### src/ips_pkg.sv
// Constants for the interrupt priority select block.
// Assumes the core reaches the register over its own special function port.
package ips_pkg;

  localparam int          NUM_SRC       = 7;
  localparam logic [7:0]  PRIO_ADDR     = 8'hb8;
  localparam logic [7:0]  PRIO_RESET    = 8'h80;
  // Bit 7 is unused: it keeps its reset value and ignores writes.
  localparam logic [7:0]  PRIO_WR_MASK  = 8'h7f;
  localparam logic [2:0]  UNUSED_BIT    = 3'h7;

  // Bit positions, which are also the source numbers given to the core.
  localparam logic [2:0]  SRC_EXT0      = 3'h0;
  localparam logic [2:0]  SRC_TIMER0    = 3'h1;
  localparam logic [2:0]  SRC_EXT1      = 3'h2;
  localparam logic [2:0]  SRC_TIMER1    = 3'h3;
  localparam logic [2:0]  SRC_UART      = 3'h4;
  localparam logic [2:0]  SRC_TIMER2    = 3'h5;
  localparam logic [2:0]  SRC_SPI       = 3'h6;

  typedef logic [NUM_SRC-1:0] ips_src_t;

  typedef enum logic [1:0] {
    IPS_IDLE,
    IPS_LOW,
    IPS_HIGH,
    IPS_HIGH_OVER_LOW
  } ips_svc_e;

endpackage

### src/ips_top.sv
// Interrupt priority select: priority register, gating and level arbitration.
// Assumes requests, enables and the return strobe come from logic on clk_sys.
`timescale 1ns/1ps
`default_nettype none

module ips_top
  import ips_pkg::*;
(
  input  wire logic              clk_sys,       // System clock.
  input  wire logic              rst_n,         // Async reset, active low.
  input  wire logic [7:0]        sfr_addr,      // Register address.
  input  wire logic              sfr_wr,        // Byte write strobe.
  input  wire logic [7:0]        sfr_wdata,     // Byte write data.
  input  wire logic              sfr_bit_wr,    // Single bit write strobe.
  input  wire logic [2:0]        sfr_bit_idx,   // Bit number for bit write.
  input  wire logic              sfr_bit_val,   // Value for bit write.
  input  wire logic              sfr_rd,        // Read strobe.
  output logic      [7:0]        sfr_rdata,     // Read data, next cycle.
  input  wire logic              global_enable, // Global interrupt enable.
  input  wire ips_pkg::ips_src_t irq_enable,    // Per source enables.
  input  wire ips_pkg::ips_src_t irq_req,       // Per source requests.
  input  wire logic              svc_return,    // Core finished a routine.
  output logic                   take_valid,    // Pulse: vector a source.
  output logic      [2:0]        take_src,      // Source being vectored.
  output logic                   take_high,     // Taken at high level.
  output logic      [7:0]        prio_levels,   // Register contents.
  output logic                   svc_high,      // High routine running.
  output logic                   svc_low        // Low routine running.
);
  import ips_pkg::*;

  logic [7:0]  interrupt_priority_levels_ff;
  logic [7:0]  rdata_ff;
  logic        take_ff;
  logic [2:0]  src_ff;
  logic        high_ff;
  ips_svc_e    svc_ff;
  ips_svc_e    nxt_svc;
  ips_src_t    gated;
  ips_src_t    hi_pend;
  ips_src_t    lo_pend;
  logic        grant;
  logic        grant_high;
  logic [2:0]  grant_src;
  logic        svc_high_ff;
  logic        svc_low_ff;

  // Lowest numbered pending source wins inside one level.
  function automatic logic [2:0] first_set(input ips_src_t v);
    logic [2:0] idx;
    idx = '0;
    for (int i = NUM_SRC - 1; i >= 0; i--)
    begin
      if (v[i])
        idx = 3'(i);
    end
    return idx;
  endfunction

  wire logic wr_hit = sfr_wr && (sfr_addr == PRIO_ADDR);
  wire logic bit_hit = sfr_bit_wr && (sfr_addr == PRIO_ADDR)
                       && (sfr_bit_idx != UNUSED_BIT);

  always_ff @(posedge clk_sys or negedge rst_n)
  begin
    if (!rst_n)
      interrupt_priority_levels_ff <= PRIO_RESET;
    else if (wr_hit)
      interrupt_priority_levels_ff <= (sfr_wdata & PRIO_WR_MASK)
                                      | (PRIO_RESET & ~PRIO_WR_MASK);
    else if (bit_hit)
      interrupt_priority_levels_ff[sfr_bit_idx] <= sfr_bit_val;
  end

  // Unmapped reads return zero so other registers can be OR-ed in.
  always_ff @(posedge clk_sys or negedge rst_n)
  begin
    if (!rst_n)
      rdata_ff <= '0;
    else if (sfr_rd && (sfr_addr == PRIO_ADDR))
      rdata_ff <= interrupt_priority_levels_ff;
    else
      rdata_ff <= '0;
  end

  always_comb
  begin
    gated   = irq_req & irq_enable & {NUM_SRC{global_enable}};
    hi_pend = gated & interrupt_priority_levels_ff[NUM_SRC-1:0];
    lo_pend = gated & ~interrupt_priority_levels_ff[NUM_SRC-1:0];
  end

  // A return strobe blocks a new grant for that cycle; the request is
  // seen again one cycle later, so nothing is lost.
  always_comb
  begin
    grant      = 1'b0;
    grant_high = 1'b0;
    grant_src  = '0;
    if (!svc_return)
    begin
      case (svc_ff)
        IPS_IDLE, IPS_LOW:
        begin
          if (|hi_pend)
          begin
            grant      = 1'b1;
            grant_high = 1'b1;
            grant_src  = first_set(hi_pend);
          end
          else if ((svc_ff == IPS_IDLE) && (|lo_pend))
          begin
            grant     = 1'b1;
            grant_src = first_set(lo_pend);
          end
        end
        default:
          grant = 1'b0;
      endcase
    end
  end

  always_comb
  begin
    nxt_svc = svc_ff;
    case (svc_ff)
      IPS_IDLE:
        if (grant)
          nxt_svc = grant_high ? IPS_HIGH : IPS_LOW;
      IPS_LOW:
        if (svc_return)
          nxt_svc = IPS_IDLE;
        else if (grant)
          nxt_svc = IPS_HIGH_OVER_LOW;
      IPS_HIGH:
        if (svc_return)
          nxt_svc = IPS_IDLE;
      IPS_HIGH_OVER_LOW:
        if (svc_return)
          nxt_svc = IPS_LOW;
      default:
        nxt_svc = IPS_IDLE;
    endcase
  end

  always_ff @(posedge clk_sys or negedge rst_n)
  begin
    if (!rst_n)
      svc_ff <= IPS_IDLE;
    else
      svc_ff <= nxt_svc;
  end

  // The service flags are decoded from the next state and registered, so
  // the core sees them from flops in the same cycle as the state itself.
  always_ff @(posedge clk_sys or negedge rst_n)
  begin
    if (!rst_n)
    begin
      svc_high_ff <= 1'b0;
      svc_low_ff  <= 1'b0;
    end
    else
    begin
      svc_high_ff <= (nxt_svc == IPS_HIGH) || (nxt_svc == IPS_HIGH_OVER_LOW);
      svc_low_ff  <= (nxt_svc == IPS_LOW) || (nxt_svc == IPS_HIGH_OVER_LOW);
    end
  end

  always_ff @(posedge clk_sys or negedge rst_n)
  begin
    if (!rst_n)
    begin
      take_ff <= 1'b0;
      src_ff  <= '0;
      high_ff <= 1'b0;
    end
    else
    begin
      take_ff <= grant;
      if (grant)
      begin
        src_ff  <= grant_src;
        high_ff <= grant_high;
      end
    end
  end

  assign sfr_rdata   = rdata_ff;
  assign take_valid  = take_ff;
  assign take_src    = src_ff;
  assign take_high   = high_ff;
  assign prio_levels = interrupt_priority_levels_ff;
  assign svc_high    = svc_high_ff;
  assign svc_low     = svc_low_ff;

  a_spi_level: assert property
    (@(posedge clk_sys) disable iff (!rst_n)
    take_ff && (src_ff == SRC_SPI)
    |-> high_ff == $past(interrupt_priority_levels_ff[SRC_SPI]))
    else $error("Serial peripheral interrupt taken at wrong level.");

  a_timer2_level: assert property
    (@(posedge clk_sys) disable iff (!rst_n)
    take_ff && (src_ff == SRC_TIMER2)
    |-> high_ff == $past(interrupt_priority_levels_ff[SRC_TIMER2]))
    else $error("Timer 2 interrupt taken at wrong level.");

  a_uart_level: assert property
    (@(posedge clk_sys) disable iff (!rst_n)
    take_ff && (src_ff == SRC_UART)
    |-> high_ff == $past(interrupt_priority_levels_ff[SRC_UART]))
    else $error("UART interrupt taken at wrong level.");

  a_timer1_level: assert property
    (@(posedge clk_sys) disable iff (!rst_n)
    take_ff && (src_ff == SRC_TIMER1)
    |-> high_ff == $past(interrupt_priority_levels_ff[SRC_TIMER1]))
    else $error("Timer 1 interrupt taken at wrong level.");

  a_ext1_level: assert property
    (@(posedge clk_sys) disable iff (!rst_n)
    take_ff && (src_ff == SRC_EXT1)
    |-> high_ff == $past(interrupt_priority_levels_ff[SRC_EXT1]))
    else $error("External interrupt 1 taken at wrong level.");

  a_timer0_level: assert property
    (@(posedge clk_sys) disable iff (!rst_n)
    take_ff && (src_ff == SRC_TIMER0)
    |-> high_ff == $past(interrupt_priority_levels_ff[SRC_TIMER0]))
    else $error("Timer 0 interrupt taken at wrong level.");

  a_ext0_level: assert property
    (@(posedge clk_sys) disable iff (!rst_n)
    take_ff && (src_ff == SRC_EXT0)
    |-> high_ff == $past(interrupt_priority_levels_ff[SRC_EXT0]))
    else $error("External interrupt 0 taken at wrong level.");

  a_enable_gate: assert property
    (@(posedge clk_sys) disable iff (!rst_n)
    take_ff |-> ((($past(irq_enable & irq_req) >> src_ff) & 7'h01) != 7'h00)
                && $past(global_enable))
    else $error("Interrupt taken from a disabled source.");

  a_high_first: assert property
    (@(posedge clk_sys) disable iff (!rst_n)
    take_ff && !high_ff |-> $past(hi_pend) == '0 && $past(svc_ff) == IPS_IDLE)
    else $error("Low level taken while high pending or busy.");

  a_no_low_preempt: assert property
    (@(posedge clk_sys) disable iff (!rst_n)
    svc_high && !svc_return |=> !take_ff)
    else $error("Interrupt taken during a high level routine.");

endmodule

`default_nettype wire

### config.mk
export PLATFORM = sky130hd
export DESIGN_NAME = ips_top
export DESIGN_NICKNAME = d
export VERILOG_FILES = /design/src/ips_pkg.sv /design/src/ips_top.sv
export SDC_FILE = /design/constraint.sdc
export NUM_CORES = 1
export LEC_CHECK = 0
export ABC_CLOCK_PERIOD_IN_PS = 1700
export BUFFER_PORTS_ARGS = -buffer_cell sky130_fd_sc_hd__buf_2
export CORE_MARGIN = 2
export CORE_UTILIZATION = 41
export DETAILED_ROUTE_END_ITERATION = 12
export HOLD_SLACK_MARGIN = 0.12
export PLACE_DENSITY = 0.75
export SLEW_MARGIN = 20
export SYNTH_ARGS = -nofsm -noshare
export SYNTH_HDL_FRONTEND = slang
export SYNTH_SLANG_ARGS = --single-unit
### constraint.sdc
create_clock -name clk_sys -period 1.7 [get_ports clk_sys]
set_input_delay 0.085 -clock clk_sys [delete_from_list [all_inputs] [get_ports clk_sys]]
set_output_delay 0.085 -clock clk_sys [all_outputs]
set_load 0.01 [all_outputs]
==> impl_metrics.tcl <==
set metrics [dict create \
    die_h_um 61.60 \
    path_cells "nand4_1 > nand4_1 > o31ai_4 > mux2_4" \
    period_share 0.9670 \
    place_hpwl_um 2940 \
    ys.flop_type "dfrtp_1" \
    dp_slack_ps -2.121 \
    drcViolationCount 0 \
    drtPass1Iterations 4 \
    power.total_mw 1.370 \
    postSynthAreaPerCell_um2 10.46 \
    critPathArrivalTime_ps 1860 \
    timing.critical_path.mode_cell "nand4_1" \
    drt_iter0_markers 52 \
    finalSetupViolCount 0 \
    area_growth_pct 46.55 \
    drive_above_1_share 0.4640 \
    leakage_nw 1.062 \
    yosysSeqAreaShare 0.4425 \
    fin_ws_ps 56.10 \
    htree_levels 1 \
    fillers 275 \
    antenna_found_initial 0 \
    crit_path_end_kind "flop" \
    portBuffers 62 \
    layout_min_cycle_time_ps 1644 \
    critPathBufInv 0 \
    tightest_slew_ps 536.4 \
    grt_max_degree 25 \
    critPathLaunchType "flop" \
    clock_sinks 24 \
    max_freq_mhz 608.3 \
    placed_cells 245 \
    yosys_warnings 0 \
    die_width_um 61.60 \
    routed_via_density 5.361 \
    cp.required_ps 1910 \
    rsz0062_at_grt "yes" \
    power_density_nw_per_um2 687.3 \
    clockBufferDepth 2 \
    path_clk_slew_ps 140 \
    rows 20 \
    final_antenna_net_count 0 \
    coreArea_um2 3103 \
    synth_edf_count 0 \
    vias 1426 \
    fin_nets 264 \
    grt_pass1_vias 1322 \
    cp_max_fo 4 \
    synth_top_cell_by_area "dfrtp_1" \
    final_cells 266 \
    crit_path_top_delay_cell "dfrtp_1" \
    synth_area_um2 1360 \
    hold_violations 0 \
    ys_top_cells_by_area "dfrtp_1, mux2i_1, nand4_1" \
    num_antenna_cells 0 \
    slew_headroom 0.6424 \
    ys_seq_elements 24 \
    utilization 0.6423 \
    slew_violations 0 \
    cp_slowest_stage_delay_ps 430 \
    cts_tree "yes" \
    synth_nets 171 \
    clk-insertion-delay-late_ps 310 \
    fp.dieArea_um2 3794 \
    gp_congestion 0.8582 \
    io-pin-count 64 \
    status "complete, no violations" \
    async_reset_ff_frac 1.000 \
    grtUsageTotal 0.2081 \
    floorplan.initialDensity 0.4383 \
    synth_cell_type_count 37 \
    ir_drop_uv 331.1 \
    synth.top_cell.area_share 0.4232 \
    wl_um 3852 \
    hold_path.class "primary input to flop" \
    tns_ps 0 \
    grt_overflow 0 \
    critPathKind "flop to flop" \
    wl_per_cell_um 14.48 \
    cts_root_buffer "clkbuf_4" \
    cp_top_family "flip-flops" \
    finClkSkew_ps 7.440 \
    cts_buffers 3 \
    grt_pass1_wl_um 5796 \
    syn_inst 130 \
    max-cap-violations 0 \
]
[state kept, by name (all words and copies together), names as in the netlist]
name / flops
prio_levels: 8
sfr_rdata: 8
svc_ff: 2
svc_low: 1
take_high: 1
take_src: 3
take_valid: 1
[layer usage]
metal	global-route usage	wire length, um
met3	0.03571	278
met4	0.06991	66
met2	0.3549	1885
met1	0.2660	1622
met5	0	0
[cell type report]
cell class	instances	area [um2]	area share
timing repair buffer	92	560.5	0.2812
clock buffer	4	36.28	0.01820
sequential	24	601.8	0.3019
multi-input combinational	100	732.0	0.3672
tap	44	55.05	0.02762
inverter	2	7.507	0.003766
[per-stage QoR]
step,cell area [um2],hold WS [ps]
2_1_floorplan,1360,-210.6
3_3_place_gp,1792,85.30
3_5_place_dp,1792,97.85
4_1_cts,1967,144.2
5_1_grt,1993,176.5
6_report,1993,166.8
[path summary, 6_finish.rpt]
kind                                 from              to  slack (ps)  cells past startpoint
setup / recovery           prio_levels[1]     take_src[2]          60                      4
hold / removal                sfr_bit_val  prio_levels[0]         170                      3
setup reg to reg           prio_levels[1]     take_src[2]          60                      4
hold reg to reg            prio_levels[7]  prio_levels[7]         520                      1
max in group asynchronous           rst_n  prio_levels[7]        1050                      2
min in group asynchronous           rst_n    sfr_rdata[6]         280                      2
[Yosys cell counts, types with 3 or more instances]
master / instances
o21ai_0: 3
a21oi_1: 11
mux2_2: 3
and4b_4: 3
nor2_1: 15
mux2i_1: 7
nand2b_1: 3
nand2_1: 6
nor3_1: 3
dfrtp_1: 23
and3_1: 8
nand4b_1: 6
nand4_1: 9
[layout by cell type (no fill, tap or decap), types with 3 or more instances in the layout]
cell and n:
dlygate4sd3_1 10, nand4b_1 6, buf_4 20, a21oi_1 11, nand4_1 9, clkbuf_4 3
and4b_4 3, and3_1 8, nand2b_1 3, nor2_1 15, dfrtp_1 23, mux2_4 3
buf_2 62, nand2_1 6, nor3_1 3, mux2i_1 7
[cell families (layout without fill, tap and decap cells)]
family,count (synthesis),after routing,synth area share
compound gates,26,26,0.1371
flops,24,24,0.4425
mux,10,10,0.07636
simple gates,64,64,0.3155
buf+inv,6,98,0.02851
[what timing repair did]
| action | 4_1_cts | 5_1_grt |
|---|---|---|
| buffers inserted | 5 | 2 |
| hold buffers | 10 | 0 |
| pin swaps | 2 | 5 |
| setup endpoints to repair | 3 | 5 |
| resized for setup | 1 | 4 |
| hold endpoints to repair | 43 | 0 |
[worst register-to-register path, stage by stage, from the launching register on]
cell and delay [ps]:
dfrtp_1 430, nand4_1 140, nand4_1 240, o31ai_4 410, mux2_4 330
[report_power, final]
part           total [mW]  switching (mW)  internal, mW  leakage, nW
registers           0.658          0.0351         0.623        0.322
logic               0.411           0.188         0.223        0.719
clock network       0.301           0.170         0.131       0.0210
total                1.37           0.394         0.976         1.06
Power figures use the tool's default switching activity.
